==> config.mk <==
export PLATFORM = sky130hd
export DESIGN_NAME = ismpl_top
export DESIGN_NICKNAME = d
export VERILOG_FILES = /design/src/ismpl_pkg.sv /design/src/ismpl_pick.sv /design/src/ismpl_top.sv
export VERILOG_INCLUDE_DIRS = /design/src
export SDC_FILE = /design/constraint.sdc
export NUM_CORES = 1
export LEC_CHECK = 0
export ABC_AREA = 1
export CAP_MARGIN = 0
export CORE_UTILIZATION = 29
export CTS_CLUSTER_SIZE = 14
export DETAILED_ROUTE_END_ITERATION = 6
export DONT_BUFFER_PORTS = 1
export PLACE_DENSITY = 0.41
export SKIP_LAST_GASP = 1
export SYNTH_ARGS = -nofsm -noshare
export SYNTH_HDL_FRONTEND = slang
export SYNTH_SLANG_ARGS = --single-unit
==> constraint.sdc <==
create_clock -name pclk -period 9.5 [get_ports pclk]
set_clock_uncertainty 0.15 [all_clocks]
set_input_delay 0.475 -clock pclk [delete_from_list [all_inputs] [get_ports pclk]]
set_output_delay 0.475 -clock pclk [all_outputs]
set_load 0.05 [all_outputs]
==> src/ismpl_params.svh <==
// Purpose: Offsets, field positions, reset values and counts of the interrupt status, mask and poll logic.
// Assumes: Register indices are word indices; the APB byte address is four times the index.
// Notes: Definitions only; included by its bare name.
`ifndef ISMPL_PARAMS_SVH
`define ISMPL_PARAMS_SVH

// Register word indices (byte address = index * 4).
`define ISMPL_IDX_EOI      8'h22
`define ISMPL_IDX_POLL     8'h24
`define ISMPL_IDX_POLL_STATUS_VIEW   8'h26
`define ISMPL_IDX_MASK     8'h28
`define ISMPL_IDX_FLOOR    8'h2A
`define ISMPL_IDX_SERV     8'h2C
`define ISMPL_IDX_REQ      8'h2E
`define ISMPL_IDX_CFG      8'h38
`define ISMPL_IDX_PRLO     8'h39
`define ISMPL_IDX_PRHI     8'h3A

// Number of bit positions in the status layouts.
`define ISMPL_NPOS         11

// Mask reset values and writable bits per mode.
`define ISMPL_MASK_RST_M   11'h7FD
`define ISMPL_MASK_RST_S   11'h03D
`define ISMPL_MASK_WR_M    11'h7FD
`define ISMPL_MASK_WR_S    11'h03D

// Threshold and per-source priority reset values.
`define ISMPL_THR_RST      3'h7
`define ISMPL_PRIO_RST     33'h1FFFFFFFF

// Interrupt type of bit position zero; position p has type base + p.
`define ISMPL_TYPE_BASE    5'h08

// Field positions.
`define ISMPL_POLL_FLAG    15
`define ISMPL_GEN_END      15
`define ISMPL_EXT01_POS    11'h030
`define ISMPL_SLV_OTHER    9'h003

// Cycles the strap synchroniser needs before its output is trusted.
`define ISMPL_STRAP_WAIT   2'h3

`endif

==> src/ismpl_pkg.sv <==
// Purpose: Types shared by the interrupt status, mask and poll logic.
// Assumes: Constants live in ismpl_params.svh.
// Notes: Nothing here is imported; users write ismpl_pkg::name.
package ismpl_pkg;

   // One bit per status position, in the register layout of the active mode.
   typedef logic [10:0] ismpl_vec_t;

   // Strap capture sequence after reset release.
   typedef enum logic {
      ISMPL_STRAP_WAIT,
      ISMPL_STRAP_DONE
   } ismpl_strap_e;

endpackage : ismpl_pkg

==> src/ismpl_pick.sv <==
// Purpose: Pick the best candidate position by priority value.
// Assumes: Three-bit priority per position, packed at bits 3p+2..3p.
// Notes: Purely combinational; lower value wins, lower position breaks ties.
`timescale 1ns/1ps
`default_nettype none
`include "ismpl_params.svh"

module ismpl_pick (
   // Candidates and their priorities.
   input  wire logic [10:0] cand,
   input  wire logic [32:0] prio_flat,
   // Result.
   output logic             found,
   output logic [3:0]       pos,
   output logic [2:0]       prio
);

   // Linear scan; only a strictly better value replaces, so ties keep the lower position.
   always_comb begin
      found = 1'b0;
      pos   = 4'h0;
      prio  = 3'h7;
      for (int i = 0; i < `ISMPL_NPOS; i++) begin
         if (cand[i] && (!found || (prio_flat[3*i +: 3] < prio))) begin
            found = 1'b1;
            pos   = 4'(i);
            prio  = prio_flat[3*i +: 3];
         end
      end
   end

endmodule : ismpl_pick

`default_nettype wire

==> src/ismpl_top.sv <==
// Purpose: Request, in-service, mask, threshold and poll logic of an interrupt controller.
// Assumes: Request inputs and the core acknowledge come from logic on pclk; the mode strap is a pin.
// Notes: APB slave, one wait-free access cycle; prdata is captured in the setup cycle.
`timescale 1ns/1ps
`default_nettype none
`include "ismpl_params.svh"

module ismpl_top (
   // Clock and reset.
   input  wire logic        pclk,
   input  wire logic        presetn,
   // APB slave.
   input  wire logic        psel,
   input  wire logic        penable,
   input  wire logic        pwrite,
   input  wire logic [9:0]  paddr,
   input  wire logic [31:0] pwdata,
   output logic [31:0]      prdata,
   output logic             pready,
   output logic             pslverr,
   // Mode strap pin, high for master mode.
   input  wire logic        master_strap,
   // On-chip request sources.
   input  wire logic [2:0]  timer_req,
   input  wire logic [1:0]  dma_req,
   input  wire logic [4:0]  ext_req,
   input  wire logic        wdog_req,
   input  wire logic        serial_req,
   // Processor core side.
   output logic             irq_req,
   output logic [4:0]       irq_type,
   input  wire logic        irq_ack
);

   // Mode view of the three timers and the other sources.
   function automatic ismpl_pkg::ismpl_vec_t view(input logic m, input logic [2:0] t, input logic [10:2] o);
      view = m ? {o, 1'b0, |t} : {5'h00, t[2], t[1], o[3:2], 1'b0, t[0]};
   endfunction : view

   // Spread a layout vector back onto lanes {others[10:2], timers[2:0]}.
   function automatic logic [11:0] unview(input logic m, input ismpl_pkg::ismpl_vec_t v);
      unview = m ? {v[10:2], {3{v[0]}}} : {7'h00, v[3:2], v[5], v[4], v[0]};
   endfunction : unview

   // One-hot vector of a position.
   function automatic ismpl_pkg::ismpl_vec_t onehot(input logic [3:0] p);
      onehot = 11'h001 << p;
   endfunction : onehot

   // Strap synchroniser and capture state.
   logic                    strap_s1;       // First stage, read only by strap_s2.
   logic                    strap_s2;       // Second stage.
   logic                    strap_s3;       // Third stage.
   logic [1:0]              strap_cnt;      // Settling count.
   ismpl_pkg::ismpl_strap_e strap_state;    // Capture progress.
   logic                    master;         // Captured mode.
   logic                    sfnm;           // Special fully nested mode enable.

   // Sticky pending and in-service lanes.
   logic [2:0]              pend_t;         // Timer requests.
   logic [10:2]             pend_o;         // DMA, external, watchdog, serial requests.
   logic [2:0]              serv_t;         // Timer in-service.
   logic [10:2]             serv_o;         // Other in-service.

   // Software-set controls.
   ismpl_pkg::ismpl_vec_t   mask;           // Source mask, one masks.
   logic [2:0]              thr;            // Priority threshold.
   logic [32:0]             prio_flat;      // Per-position priority fields.

   // Registered winner shown to the core and to polling.
   logic                    win_valid;
   logic [3:0]              win_pos;
   logic [4:0]              win_type;

   // APB capture made in the setup cycle.
   logic                    err_q;
   logic                    poll_hit;
   logic [3:0]              poll_pos;

   // Views, candidates and arbitration results.
   ismpl_pkg::ismpl_vec_t   pend_v;
   ismpl_pkg::ismpl_vec_t   serv_v;
   ismpl_pkg::ismpl_vec_t   pass_thr;
   ismpl_pkg::ismpl_vec_t   lvl_eq;
   ismpl_pkg::ismpl_vec_t   blocked;
   ismpl_pkg::ismpl_vec_t   cand;
   wire logic               strap_done = (strap_state == ismpl_pkg::ISMPL_STRAP_DONE);
   logic                    req_found;
   logic [3:0]              req_pos;
   logic [2:0]              req_prio;
   logic                    srv_found;
   logic [3:0]              srv_pos;

   assign pend_v = view(master, pend_t, pend_o);
   assign serv_v = view(master, serv_t, serv_o);

   // Threshold and level compare for each position.
   for (genvar g = 0; g < `ISMPL_NPOS; g++) begin : g_cmp
      assign pass_thr[g] = (prio_flat[3*g +: 3] <= thr);
      assign lvl_eq[g]   = (prio_flat[3*g +: 3] == pwdata[2:0]);
   end

   // In-service blocks its own source, except externals zero and one in special nested mode in master mode.
   assign blocked = serv_v & ~((sfnm && master) ? `ISMPL_EXT01_POS : 11'h000);
   // Nothing is offered until the mode is known, so a slave never sees master layout.
   assign cand = pend_v & ~mask & ~blocked & pass_thr & {`ISMPL_NPOS{strap_done}};

   // Winner among the live requests.
   ismpl_pick u_pick_req (
      .cand      (cand),
      .prio_flat (prio_flat),
      .found     (req_found),
      .pos       (req_pos),
      .prio      (req_prio)
   );

   // Highest priority source now in service, for the generic end.
   ismpl_pick u_pick_srv (
      .cand      (serv_v),
      .prio_flat (prio_flat),
      .found     (srv_found),
      .pos       (srv_pos),
      .prio      ()
   );

   // APB decode.
   wire logic [7:0] idx      = paddr[9:2];
   wire logic       aligned  = (paddr[1:0] == 2'b00);
   wire logic       h_eoi    = aligned && (idx == `ISMPL_IDX_EOI);
   wire logic       h_poll   = aligned && (idx == `ISMPL_IDX_POLL);
   wire logic       h_poll_status_view = aligned && (idx == `ISMPL_IDX_POLL_STATUS_VIEW);
   wire logic       h_mask   = aligned && (idx == `ISMPL_IDX_MASK);
   wire logic       h_floor  = aligned && (idx == `ISMPL_IDX_FLOOR);
   wire logic       h_serv   = aligned && (idx == `ISMPL_IDX_SERV);
   wire logic       h_req    = aligned && (idx == `ISMPL_IDX_REQ);
   wire logic       h_cfg    = aligned && (idx == `ISMPL_IDX_CFG);
   wire logic       h_prlo   = aligned && (idx == `ISMPL_IDX_PRLO);
   wire logic       h_prhi   = aligned && (idx == `ISMPL_IDX_PRHI);
   wire logic       h_any    = h_eoi | h_poll | h_poll_status_view | h_mask | h_floor | h_serv | h_req | h_cfg | h_prlo | h_prhi;
   wire logic       h_ro     = h_poll | h_poll_status_view | h_serv | h_req;
   // Unmapped words and writes to read-only words answer with an error and change nothing.
   wire logic       dec_err  = !h_any || (pwrite && h_ro);
   wire logic       setup    = psel && !penable;
   wire logic       access   = psel && penable;
   wire logic       wr_ok    = access && pwrite && !err_q;
   wire logic       rd_poll  = access && !pwrite && h_poll;
   wire logic       rd_poll_status_view = access && !pwrite && h_poll_status_view;
   wire logic       wr_eoi   = wr_ok && h_eoi;

   // Poll word: pending flag at fifteen, winning type in the low five bits.
   wire logic [31:0] poll_word = {16'h0000, win_valid, 10'h000, win_type};
   wire logic [31:0] rd_word =
      (h_poll | h_poll_status_view) ? poll_word :
      h_mask  ? {21'h000000, mask} :
      h_floor ? {29'h00000000, thr} :
      h_serv  ? {21'h000000, serv_v} :
      h_req   ? {21'h000000, pend_v} :
      h_cfg   ? {29'h00000000, strap_done, master, sfnm} :
      h_prlo  ? {8'h00, prio_flat[23:0]} :
      h_prhi  ? {23'h000000, prio_flat[32:24]} : 32'h00000000;

   // Taking a source: core acknowledge of the shown winner, or a poll read.
   wire logic        ack_take  = irq_ack && win_valid;
   wire logic        poll_take = rd_poll && poll_hit && !err_q;
   ismpl_pkg::ismpl_vec_t ack_vec;
   ismpl_pkg::ismpl_vec_t poll_vec;
   assign ack_vec  = ack_take ? onehot(win_pos) : 11'h000;
   assign poll_vec = poll_take ? onehot(poll_pos) : 11'h000;
   wire logic [11:0] take_l    = unview(master, ack_vec | poll_vec);
   // Master timer unit is one position; the lowest pending timer is the one taken.
   wire logic [2:0]  t_first   = pend_t & ~(pend_t - 3'h1);
   wire logic [2:0]  take_t    = master ? (take_l[2:0] & t_first) : take_l[2:0];

   // End of interrupt: generic, specific by type, or slave by level.
   wire logic [4:0]  spec_off  = pwdata[4:0] - `ISMPL_TYPE_BASE;
   wire logic        spec_ok   = (spec_off < 5'(`ISMPL_NPOS));
   wire logic        gen_end   = pwdata[`ISMPL_GEN_END];
   ismpl_pkg::ismpl_vec_t spec_vec;
   ismpl_pkg::ismpl_vec_t clr_vec;
   assign spec_vec = spec_ok ? onehot(spec_off[3:0]) : 11'h000;
   assign clr_vec  = !wr_eoi ? 11'h000 :
                     !master ? lvl_eq :
                     gen_end ? (srv_found ? onehot(srv_pos) : 11'h000) : spec_vec;
   wire logic [11:0] clr_l     = unview(master, clr_vec);

   // Next lanes; a set in the same cycle as a clear wins.
   wire logic [10:2] set_o     = {serial_req, wdog_req, ext_req, dma_req} & (master ? 9'h1FF : `ISMPL_SLV_OTHER);
   wire logic [2:0]  next_pend_t = (pend_t & ~take_t) | timer_req;
   wire logic [10:2] next_pend_o = (pend_o & ~take_l[11:3]) | set_o;
   wire logic [2:0]  next_serv_t = (serv_t & ~clr_l[2:0]) | take_t;
   wire logic [10:2] next_serv_o = (serv_o & ~clr_l[11:3]) | take_l[11:3];

   // The strap passes three flops; after the settling count it is captured once stages two and three agree.
   always_ff @(posedge pclk or negedge presetn) begin
      if (!presetn) begin
         strap_s1 <= 1'b0;
         strap_s2 <= 1'b0;
         strap_s3 <= 1'b0;
      end else begin
         strap_s1 <= master_strap;
         strap_s2 <= strap_s1;
         strap_s3 <= strap_s2;
      end
   end

   // Strap capture loads the mode and the mask reset value of that mode.
   always_ff @(posedge pclk or negedge presetn) begin
      if (!presetn) begin
         strap_state <= ismpl_pkg::ISMPL_STRAP_WAIT;
         strap_cnt   <= 2'h0;
         master      <= 1'b1;
         mask        <= `ISMPL_MASK_RST_M;
      end else begin
         unique case (strap_state)
            ismpl_pkg::ISMPL_STRAP_WAIT: begin
               if (strap_cnt != `ISMPL_STRAP_WAIT) begin
                  strap_cnt <= strap_cnt + 2'h1;
               end else if (strap_s2 == strap_s3) begin
                  master      <= strap_s3;
                  mask        <= strap_s3 ? `ISMPL_MASK_RST_M : `ISMPL_MASK_RST_S;
                  strap_state <= ismpl_pkg::ISMPL_STRAP_DONE;
               end
            end
            ismpl_pkg::ISMPL_STRAP_DONE: begin
               if (wr_ok && h_mask) begin
                  mask <= pwdata[10:0] & (master ? `ISMPL_MASK_WR_M : `ISMPL_MASK_WR_S);
               end
            end
         endcase
      end
   end

   // Threshold, priorities and nested-mode enable.
   always_ff @(posedge pclk or negedge presetn) begin
      if (!presetn) begin
         thr       <= `ISMPL_THR_RST;
         prio_flat <= `ISMPL_PRIO_RST;
         sfnm      <= 1'b0;
      end else begin
         if (wr_ok && h_floor) thr <= pwdata[2:0];
         if (wr_ok && h_prlo) prio_flat[23:0] <= pwdata[23:0];
         if (wr_ok && h_prhi) prio_flat[32:24] <= pwdata[8:0];
         if (wr_ok && h_cfg) sfnm <= pwdata[0];
      end
   end

   // Pending and in-service lanes; in-service starts clear.
   always_ff @(posedge pclk or negedge presetn) begin
      if (!presetn) begin
         pend_t <= 3'h0;
         pend_o <= 9'h000;
         serv_t <= 3'h0;
         serv_o <= 9'h000;
      end else begin
         pend_t <= next_pend_t;
         pend_o <= next_pend_o;
         serv_t <= next_serv_t;
         serv_o <= next_serv_o;
      end
   end

   // Winner is registered; the core and polling see it one cycle after the request.
   always_ff @(posedge pclk or negedge presetn) begin
      if (!presetn) begin
         win_valid <= 1'b0;
         win_pos   <= 4'h0;
         win_type  <= 5'h00;
      end else begin
         win_valid <= req_found;
         win_pos   <= req_pos;
         win_type  <= req_found ? 5'(`ISMPL_TYPE_BASE + {1'b0, req_pos}) : 5'h00;
      end
   end

   // Setup cycle captures read data, error and the poll target, so the access edge acts on what was read.
   always_ff @(posedge pclk or negedge presetn) begin
      if (!presetn) begin
         prdata   <= 32'h00000000;
         err_q    <= 1'b0;
         poll_hit <= 1'b0;
         poll_pos <= 4'h0;
      end else if (setup) begin
         prdata   <= pwrite ? 32'h00000000 : rd_word;
         err_q    <= dec_err;
         poll_hit <= win_valid;
         poll_pos <= win_pos;
      end
   end

   // The core is requested with the registered winner and its type; a poll read can take it instead.
   assign irq_req  = win_valid;
   assign irq_type = win_type;
   assign pready   = access;
   assign pslverr  = access && err_q;

   property p_serv_zero_early;
      @(posedge pclk) disable iff (!presetn)
      !strap_done |-> (serv_v == 11'h000);
   endproperty
   a_serv_zero_early: assert property (p_serv_zero_early) else $error("in-service set before mode capture");

   property p_ack_sets_serv;
      @(posedge pclk) disable iff (!presetn)
      ack_take && !wr_eoi |=> ((serv_v & $past(ack_vec)) != 11'h000);
   endproperty
   a_ack_sets_serv: assert property (p_ack_sets_serv) else $error("acknowledge did not set in-service");

   property p_no_self;
      @(posedge pclk) disable iff (!presetn)
      win_valid && !sfnm |-> (($past(serv_v) & onehot(win_pos)) == 11'h000);
   endproperty
   a_no_self: assert property (p_no_self) else $error("request raised while in service");

   property p_thr;
      @(posedge pclk) disable iff (!presetn)
      req_found |-> (req_prio <= thr) ##1 (win_valid && win_pos == $past(req_pos));
   endproperty
   a_thr: assert property (p_thr) else $error("threshold or winner pass broken");

   property p_poll_flag;
      @(posedge pclk) disable iff (!presetn)
      (cand != 11'h000) |=> win_valid && (win_type == 5'(`ISMPL_TYPE_BASE + {1'b0, win_pos}));
   endproperty
   a_poll_flag: assert property (p_poll_flag) else $error("pending flag or type wrong");

   property p_poll_status_view_quiet;
      @(posedge pclk) disable iff (!presetn)
      rd_poll_status_view && !irq_ack |=> $stable(serv_t) && $stable(serv_o);
   endproperty
   a_poll_status_view_quiet: assert property (p_poll_status_view_quiet) else $error("poll status read changed in-service");

   property p_poll_take;
      @(posedge pclk) disable iff (!presetn)
      poll_take |=> ((serv_v & $past(poll_vec)) != 11'h000);
   endproperty
   a_poll_take: assert property (p_poll_take) else $error("poll read did not acknowledge");

   property p_spec_end;
      @(posedge pclk) disable iff (!presetn)
      wr_eoi && master && !gen_end && spec_ok && !ack_take |=> ((serv_v & $past(spec_vec)) == 11'h000);
   endproperty
   a_spec_end: assert property (p_spec_end) else $error("specific end left bit set");

   property p_level_end;
      @(posedge pclk) disable iff (!presetn)
      wr_eoi && !master && !ack_take |=> ((serv_v & $past(lvl_eq)) == 11'h000);
   endproperty
   a_level_end: assert property (p_level_end) else $error("level end left bit set");

   property p_mask_load;
      @(posedge pclk) disable iff (!presetn)
      $rose(strap_done) |-> (mask == (master ? `ISMPL_MASK_RST_M : `ISMPL_MASK_RST_S));
   endproperty
   a_mask_load: assert property (p_mask_load) else $error("mask reset value wrong for mode");

endmodule : ismpl_top

`default_nettype wire

==> impl_metrics.csv, run 1 <==
group,metric,value,unit
worst_setup_path,criticalPathCategory,"flip-flop to flip-flop",
clocking,ctsLongestPathBuffers,2,
floorplanning,row_count,63,
yosys,register_bit_total_from_synthesis,118,
power,p_int,1612,uW
timing,max_slew.worst_pin.slew,928.9,ps
finish,flow.area_growth_from_synthesis,24.54,%
yosys,synth_warnings,0,
yosys,syn-instance-count,1221,
power,swShare,44.58,%
finish,postLayoutCellArea,0.01086,sq mm
grt,grt_start_max_net_pins,119,
grt,grt_resource_usage_total,21.78,%
routing,drc_errors,0,
placement,finalWeightedCongestion,0.8840,
yosys,yosysTopAreaCellShare,20.38,%
yosys,post_synth.cell_area_avg,7.139,sq um
grt,antenna_found_initial,1,
routing,antenna_violating_nets_post_route,0,
power,cellLeakagePower,0.005356,uW
routing,route.met2.wl,14910,um
clocking,cts_root_buf,"sky130_fd_sc_hd__clkbuf_16",
yosys,seq_area_frac_synth,34.55,%
worst_setup_path,critPathRequiredTime,9650,ps
routing,top_layer_used,"met5",
finish,drive_gt1_share,22.39,%
finish,antenna_cells,0,
clocking,clock_sink_count,118,
floorplanning,die_w,175.4,um
finish,finish.net_count,1449,
routing,route.final.wire_length,32830,um
yosys,synth_area_leader_cell,"sky130_fd_sc_hd__dfrtp_1",
grt,grt_pass1_wl,49620,um
timing,finalCritPeriodShare,98.38,%
worst_setup_path,worstSetupStartpointType,"flip-flop",
run,maxCapViolations,0,
routing,length_of_the_first_detailed_routing_pass_in_iterations,5,
power,power-per-cell-area,267.9,mW/mm^2
timing,total_of_endpoints_with_negative_setup_slack_in_the_final_report,0,
floorplanning,die-height,175.4,um
yosys,netlist_area_before_placement,0.008717,sq mm
grt,first_global_vias,8112,
worst_setup_path,path_common_cell,"sky130_fd_sc_hd__nand2_1",
placement,dpl-instance-area,0.009808,sq mm
floorplanning,fp.coreArea,0.02964,sq mm
clocking,cts.reportedPaths.clkPinSlew,70,ps
routing,m1_wl,15770,um
power,comb_power_share,54.9,%
timing,timing.hold.ws,24.21,ps
worst_setup_path,timing.critical_path.from,"thr[2]",
placement,post-dp-hpwl,25020,um
worst_setup_path,crit_buf_inv,7,
worst_setup_path,end_kind,"flip-flop",
timing,setup-tns-final,0,ps
clocking,tritoncts,"yes",
timing,grt_setup_unrepaired,"true",
clocking,cts_made_buffers,17,
grt,overflow,0,
yosys,fraction_of_registers_with_async_set_reset,100.0,%
power,p_clk_share,22.9,%
timing,timing_max_transition_violations_final,0,
outcome,status,"completed",
power,switchingPower,1297,uW
timing,worst_slack,153.8,ps
worst_hold_path,holdCritPathClass,"primary input to flip-flop",
worst_hold_path,hold_path.startpoint,"pwdata[9]",
routing,via_count,8507,
power,ir_drop,0.1096,mV
floorplanning,io_pins,101,
power,power.share.sequential,22.2,%
placement,dp_slack,-532.3,ps
yosys,synth_enable_flop_cells,0,
floorplanning,dieArea,0.03076,sq mm
floorplanning,floorplan.initialDensity,29.41,%
yosys,synth_commonest_cells,"sky130_fd_sc_hd__nand2_1, sky130_fd_sc_hd__inv_1, sky130_fd_sc_hd__o21ai_0",
timing,max_freq,107.0,MHz
yosys,synth_ff_type,"sky130_fd_sc_hd__dfrtp_1",
timing,timing_hold_violations_final,0,
clocking,ctsHtreeMaxLevel,4,
timing,min_period,9346,ps
routing,wl_met3,1515,um
timing,slew-limit-headroom,37.86,%
worst_setup_path,maximum_fanout_count_along_the_critical_path,6,
worst_setup_path,crit-reg2reg-launch,"thr[2]",
routing,dr.first_iter.drc_count,504,
routing,detail_route.vias_per_cell,4.917,
worst_setup_path,critPathTopFamily,"simple AND/OR/NAND/NOR gates",
routing,wl_per_cell,18.97,um
worst_setup_path,timing.critical_path.arrival,9500,ps
clocking,worst_skew_pair.late_latency,440,ps
yosys,synth.distinct_cells,53,
yosys,yosysMostFrequentCell,"sky130_fd_sc_hd__nand2_1",
yosys,synth_area_leaders,"sky130_fd_sc_hd__dfrtp_1, sky130_fd_sc_hd__dfstp_2, sky130_fd_sc_hd__nand2_1",
worst_setup_path,cpPeakStageDelay,530,ps
worst_setup_path,critical-path-slowest-cell,"sky130_fd_sc_hd__dfstp_2",
placement,place.port_buffers,0,
final timing paths:
kind	depth (start not counted)	slack (ps)	to
max	78	150	irq_type[2]
max reg2reg	78	150	irq_type[2]
min reg2reg	0	200	strap_s2
min	2	20	mask[9]
max in group asynchronous	2	8150	serv_o[8]
min in group asynchronous	2	510	prdata[14]
sequential cells by signal, summed over array words and instances (netlist names), 2 cells and up:
register and cells:
pend_t 3, win_pos 4, prdata 24, irq_type 5, serv_t 3, mask 10
strap_cnt 2, thr 3, serv_o 9, pend_o 9, prio_flat 33, poll_pos 4
metrics by stage:
step           instances  power (uW)  utilization [%]
2_1_floorplan       1228        1621                -
3_3_place_gp        1683        2166            33.09
3_5_place_dp        1683        2165            33.09
4_1_cts             1724        2871            35.48
5_1_grt             1730        3160            36.63
6_report            1730        2909            36.63
routing by layer:
layer | track usage, % | up-vias
li1 | - | 4269
met1 | 29.74 | 4008
met4 | 6.377 | 2
met2 | 34.57 | 197
met5 | 0 | -
met3 | 4.372 | 31
cell type report:
type,instances,area (sq um)
timing repair buffer,112,892.1
clock buffer,18,429.2
clock inverter,14,152.6
sequential,118,3012
multi-input combinational,915,5271
tap,390,488.0
fill,3200,18780
inverter,163,611.8
cell usage in the layout (no fill, tap or decap), drive strengths merged, types with 6 or more instances in the layout:
master,n
nand2,358
dfstp,47
nor2,90
clkbuf,18
clkinv,17
dlygate4sd3,8
nand3,89
o21bai,6
ha,61
dfrtp,71
nor3,21
o21ai,127
nor4,8
inv,157
a21oi,54
conb,8
buf,104
o211ai,10
a22o,8
a22oi,8
what timing repair did:
item,CTS,global route
gates resized for setup,21,75
pin swaps,0,47
hold buffers,9,0
endpoints found under the setup margin,21,21
buffers inserted,0,7
hold endpoints to repair,125,0
kinds of logic (layout without fill, tap and decap cells):
kind of cell,Yosys count,after routing,share of synthesized area [%]
mux,2,2,0.2583
compound gates,255,255,17.31
fa+ha+maj,61,61,8.756
flops,118,118,34.55
xor+xnor,9,9,0.9042
simple gates,580,580,29.40
buf+inv,195,307,8.784
other cells,1,8,0.04302
power groups by stage:
stage	registers [uW]	clock network [uW]	logic, uW
after floorplan	625	0	995
after global placement	652	0	1510
after detailed placement	653	0	1510
after CTS	645	681	1540
after global routing	653	700	1810
final	646	666	1600
Power figures use the tool's default switching activity.
==> run 2: changes to the inputs <==
Settings changed: PLACE_DENSITY 0.41 to 0.4.
Clock period 9.5 ns to 9.3 ns, I/O delays scaled along.
==> run 2 against run 1 <==
Utilization rose by 0.91 points; critical path type unchanged; clock-buffer cell count fell by 1; register-to-register slack got worse by 270 ps; sequential share of layout area fell by 0.67 points; first-iteration DRC count rose by 5.2%; the run now ends with setup timing left; clock power rose by 7.8%; worst hold slack got worse by 7.6 ps; combinational power rose by 7%; die area did not move; largest cell class unchanged; highest routed layer is now met4; largest power group unchanged.
==> impl_metrics.csv, run 2 (synthesis results as in run 1) <==
group,metric,value,unit
worst_setup_path,critPathRequiredTime,9460,ps
worst_setup_path,crit-reg2reg-launch,"thr[2]",
finish,top_regs,"prio_flat: 33 flops, prdata: 24 flops, mask: 10 flops",
finish,largest_register_by_flop_count,"prio_flat",
clocking,tritoncts,"yes",
placement,place.port_buffers,0,
worst_setup_path,criticalPathCategory,"flip-flop to flip-flop",
outcome,status,"complete, but fails checks",
floorplanning,io_pins,101,
routing,detail_route.vias_per_cell,4.916,
floorplanning,row_count,63,
power,power-per-cell-area,278.2,mW/mm^2
clocking,ctsLongestPathBuffers,2,
timing,finalCritPeriodShare,101.2,%
power,ir_drop,0.1271,mV
finish,flow.area_growth_from_synthesis,27.63,%
timing,timing.hold.ws,16.60,ps
finish,drive_gt1_share,24.01,%
routing,via_count,8653,
run,maxCapViolations,0,
worst_setup_path,timing.reg2reg.worst_path_depth,76,
routing,antenna_violating_nets_post_route,0,
finish,final_cell_mix,"sky130_fd_sc_hd__nand2_1, sky130_fd_sc_hd__inv_1, sky130_fd_sc_hd__buf_4",
worst_hold_path,holdCritPathClass,"primary input to flip-flop",
floorplanning,fp.coreArea,0.02964,sq mm
worst_setup_path,worstSetupStartpointType,"flip-flop",
outcome,failed_checks,"setup timing",
placement,dp_slack,-736.4,ps
timing,max_freq,106.2,MHz
worst_setup_path,worst_r2r_endpoint,"win_pos[2]",
worst_setup_path,crit_buf_inv,6,
grt,antenna_found_initial,0,
placement,finalWeightedCongestion,0.8732,
finish,largest_reg_flops,33,
clocking,worst_skew_pair.late_latency,440,ps
power,total_power,3096,uW
grt,grt_start_max_net_pins,119,
routing,wl_per_cell,19.08,um
worst_hold_path,timing.hold.worst_endpoint,"prio_flat[19]",
finish,antenna_cells,0,
power,switchingPower,1350,uW
worst_setup_path,cpPeakStageDelay,540,ps
finish,finish.net_count,1479,
clocking,cts_root_buf,"sky130_fd_sc_hd__clkbuf_16",
clocking,cts_made_buffers,17,
routing,length_of_the_first_detailed_routing_pass_in_iterations,5,
worst_setup_path,critical-path-slowest-cell,"sky130_fd_sc_hd__dfstp_2",
clocking,cts.reportedPaths.clkPinSlew,70,ps
timing,timing_max_transition_violations_final,0,
clocking,clock_sink_count,118,
timing,total_of_endpoints_with_negative_setup_slack_in_the_final_report,9,
timing,max_slew.worst_pin.slew,985.4,ps
grt,overflow,0,
finish,number_of_cells_in_the_finished_layout_apart_from_fillers,1760,
worst_setup_path,timing.critical_path.arrival,9580,ps
worst_hold_path,hold_path_depth,2,
worst_setup_path,end_kind,"flip-flop",
grt,grt_pass1_wl,51560,um
worst_setup_path,maximum_fanout_count_along_the_critical_path,6,
worst_setup_path,path_common_cell,"sky130_fd_sc_hd__nand2_1",
power,p_int,1746,uW
floorplanning,floorplan.initialDensity,29.41,%
routing,route.final.wire_length,33580,um
floorplanning,die_w,175.4,um
worst_setup_path,reg2reg_slack,-110,ps
timing,timing_hold_violations_final,0,
worst_hold_path,hold_path.startpoint,"pwdata[19]",
timing,min_period,9413,ps
placement,placed_cells,1704,
routing,dr.first_iter.drc_count,530,
floorplanning,die-height,175.4,um
clocking,ctsHtreeMaxLevel,4,
power,cellLeakagePower,0.005507,uW
power,comb_power_share,55.5,%
timing,slew-limit-headroom,34.08,%
finish,layout.core_utilization,37.54,%
grt,grt_resource_usage_total,22.38,%
floorplanning,dieArea,0.03076,sq mm
worst_setup_path,timing.critical_path.from,"thr[2]",
power,p_clk_share,23.2,%
power,power.share.sequential,21.3,%
finish,final_common_cell,"sky130_fd_sc_hd__nand2_1",
power,swShare,43.60,%
routing,drc_errors,0,
placement,post-dp-hpwl,25670,um
grt,first_global_vias,8456,
worst_setup_path,critPathTopFamily,"simple AND/OR/NAND/NOR gates",
timing,worst_slack,-113.1,ps
timing,grt_setup_unrepaired,"true",
-- run 2: changes by cell type in the layout (fill, tap and decap cells not counted), sizes merged --
cell,before,now
buf,104,133
clkinv,17,13
inv,157,160
bufinv,2,3
clkbuf,18,17
clkinvlp,1,2
dlygate4sd3,8,9
-- run 2: per-stage QoR --
stage               setup TNS, ps  cell area [sq um]
detailed placement         -12740               9966
finish                     -652.5              11130
global placement            -9291               9966
CTS                        -8.501              10790
floorplan                       0               8743
global route               -14760              11130
-- run 2: layout make-up --
| class | count | area, sq um |
|---|---|---|
| clock buffer | 17 | 425.4 |
| clock inverter | 15 | 193.9 |
| fill | 3174 | 18510 |
| inverter | 163 | 611.8 |
| multi-input combinational | 915 | 5283 |
| sequential | 118 | 3012 |
| tap | 390 | 488.0 |
| timing repair buffer | 142 | 1112 |
-- run 2: repair_timing --
item,4_1_cts,5_1_grt
pin swaps,1,51
resized for setup,35,59
endpoints found under the hold margin,127,0
setup buffers,2,12
hold buffers,10,0
setup endpoints to repair,21,21
-- run 2: how the worst max path moves through the flow --
stage	endpoint	depth (start not counted)
after floorplan	irq_type[2]	65
after global placement	serv_t[2]	77
after detailed placement	win_pos[2]	66
after CTS	win_pos[2]	73
after global routing	win_pos[2]	76
final	win_pos[2]	76
-- run 2: worst register-to-register path: cells and delay by family, from the launching register on --
family	cells	cell delay [ps]
buffers and inverters	6	390
and+or+nand+nor	41	3590
DFF	1	540
adders and majority gates	10	2760
AOI/OAI and AO/OA	19	1850
-- run 2: routing by layer --
layer  part of all wire (%)  track usage [%]  wire length (um)
met5                      0                0                 0
met4                    1.2            4.855               404
met3                    4.4            3.788              1486
met2                     48            37.32             15960
met1                     47            30.18             15730
-- run 2: power by group through the flow --
stage	clock (uW)	combinational, uW	sequential [uW]
6_report	718	1720	661
2_1_floorplan	0	1020	639
5_1_grt	757	1960	668
4_1_cts	734	1660	660
3_3_place_gp	0	1610	669
3_5_place_dp	0	1610	668
==> run 3: changes to the inputs <==
Settings changed: PLACE_DENSITY 0.4 to 0.48, SKIP_CTS_REPAIR_TIMING set to 1.
Clock period 9.3 ns to 11.3 ns, I/O delays scaled along.
==> run 3 against run 2 <==
The flow now finishes without violations; power shrank 29%; global-route usage shrank 2.2 points; routed wire length shrank 10%; critical path type unchanged.
==> impl_metrics.csv, run 3 (synthesis results as in run 1) <==
group,metric,value,unit
routing,route.final.wire_length,30160,um
grt,antenna_found_initial,1,
floorplanning,die_w,175.4,um
worst_hold_path,hold_path.startpoint,"timer_req[1]",
finish,layout.core_utilization,33.18,%
timing,total_of_endpoints_with_negative_setup_slack_in_the_final_report,0,
timing,timing_max_transition_violations_final,0,
worst_setup_path,criticalPathCategory,"flip-flop to flip-flop",
worst_hold_path,holdCritPathClass,"primary input to flip-flop",
run,maxCapViolations,0,
routing,antenna_violating_nets_post_route,0,
clocking,cts_made_buffers,17,
finish,top_regs,"prio_flat: 33 flops, prdata: 24 flops, mask: 10 flops",
grt,grt_resource_usage_total,20.15,%
finish,final_cell_mix,"sky130_fd_sc_hd__nand2_1, sky130_fd_sc_hd__inv_1, sky130_fd_sc_hd__o21ai_0",
worst_setup_path,maximum_fanout_count_along_the_critical_path,10,
routing,length_of_the_first_detailed_routing_pass_in_iterations,5,
worst_setup_path,timing.critical_path.arrival,10360,ps
finish,postLayoutCellArea,0.009833,sq mm
timing,slew-limit-headroom,23.89,%
finish,filler_cell_count,3272,
worst_setup_path,path_common_cell,"sky130_fd_sc_hd__nand2_1",
routing,drc_errors,0,
grt,grt_pass1_wl,46740,um
worst_setup_path,critPathRequiredTime,11450,ps
clocking,cts_root_buf,"sky130_fd_sc_hd__clkbuf_16",
floorplanning,row_count,63,
worst_setup_path,end_kind,"flip-flop",
timing,timing.hold.ws,94.89,ps
power,power-per-cell-area,222.5,mW/mm^2
worst_setup_path,worstSetupStartpointType,"flip-flop",
power,cellLeakagePower,0.004851,uW
finish,flow.area_growth_from_synthesis,12.80,%
floorplanning,die-height,175.4,um
finish,drive_gt1_share,12.32,%
floorplanning,fp.coreArea,0.02964,sq mm
placement,place.port_buffers,0,
worst_setup_path,critical-path-slowest-cell,"sky130_fd_sc_hd__dfstp_2",
placement,finalWeightedCongestion,0.8906,
finish,final_common_cell,"sky130_fd_sc_hd__nand2_1",
clocking,worst_skew_pair.late_latency,430,ps
finish,largest_reg_flops,33,
clocking,cts.reportedPaths.clkPinSlew,60,ps
power,ir_drop,0.1078,mV
finish,largest_register_by_flop_count,"prio_flat",
clocking,ctsHtreeMaxLevel,4,
floorplanning,dieArea,0.03076,sq mm
clocking,ctsLongestPathBuffers,2,
timing,grt_setup_unrepaired,"false",
clocking,clock_sink_count,118,
timing,timing_hold_violations_final,0,
routing,dr.first_iter.drc_count,629,
worst_setup_path,cpPeakStageDelay,540,ps
placement,post-dp-hpwl,23310,um
finish,finish.net_count,1351,
worst_setup_path,timing.reg2reg.worst_path_depth,65,
routing,detail_route.vias_per_cell,5.043,
worst_setup_path,reg2reg_slack,1090,ps
worst_hold_path,hold_path_depth,1,
worst_setup_path,crit-reg2reg-launch,"thr[1]",
grt,first_global_vias,7907,
worst_setup_path,worst_r2r_endpoint,"win_pos[2]",
routing,wl_per_cell,18.48,um
routing,via_count,8230,
worst_hold_path,timing.hold.worst_endpoint,"pend_t[1]",
outcome,status,"completed",
grt,overflow,0,
timing,finalCritPeriodShare,90.39,%
placement,dpl-instance-area,0.009163,sq mm
clocking,tritoncts,"yes",
timing,min_period,10210,ps
finish,antenna_cells,0,
timing,max_freq,97.91,MHz
floorplanning,floorplan.initialDensity,29.41,%
timing,max_slew.worst_pin.slew,1131,ps
grt,grt_start_max_net_pins,119,
timing,setup-tns-final,0,ps
floorplanning,io_pins,101,
## run 3: changes by cell type in the layout (fill, tap and decap cells not counted), sizes merged
cell / delta
buf: -121
clkinv: +1
clkinvlp: -1
dlygate4sd3: -7
## run 3: layout make-up
class / count / area [sq um] / area share, %
timing repair buffer: 14 / 130.1 / 1.323
inverter: 163 / 611.8 / 6.222
clock buffer: 17 / 425.4 / 4.326
multi-input combinational: 915 / 4972 / 50.57
sequential: 118 / 3012 / 30.63
clock inverter: 15 / 193.9 / 1.972
tap: 390 / 488.0 / 4.962
## run 3: layer usage
metal	track usage, %	wire length [um]
met1	27.22	14110
met2	31.08	13060
met3	4.524	1931
met4	7.899	1038
met5	0	13
## run 3: worst max-delay path by stage
stage | from | end | cells after the start
CTS | master | irq_type[3] | 67
global placement | master | irq_type[3] | 63
global route | thr[1] | win_pos[2] | 70
detailed placement | master | irq_type[3] | 67
finish | thr[1] | win_pos[2] | 65
floorplan | thr[2] | irq_type[2] | 65
## run 3: metrics by stage
stage / setup slack, ps / instances / total power (uW)
5_1_grt: 65.00 / 1632 / 2376
3_5_place_dp: 607.6 / 1597 / 1585
3_3_place_gp: 750.7 / 1597 / 1577
4_1_cts: 573.0 / 1629 / 2183
2_1_floorplan: 2158 / 1228 / 1362
6_report: 1086 / 1632 / 2188
## run 3: critical path, delay by kind of cell, from the launching register on
family,cells,cell delay (ps)
compound gates,19,3160
buf+inv,4,390
flops,1,540
fa+ha+maj,10,2840
simple gates,32,2980
## run 3: power breakdown
part	internal (uW)	switching, uW	leakage, uW
sequential	466	76.9	0.00136
combinational	348	711	0.00319
clock	353	233	0.000304
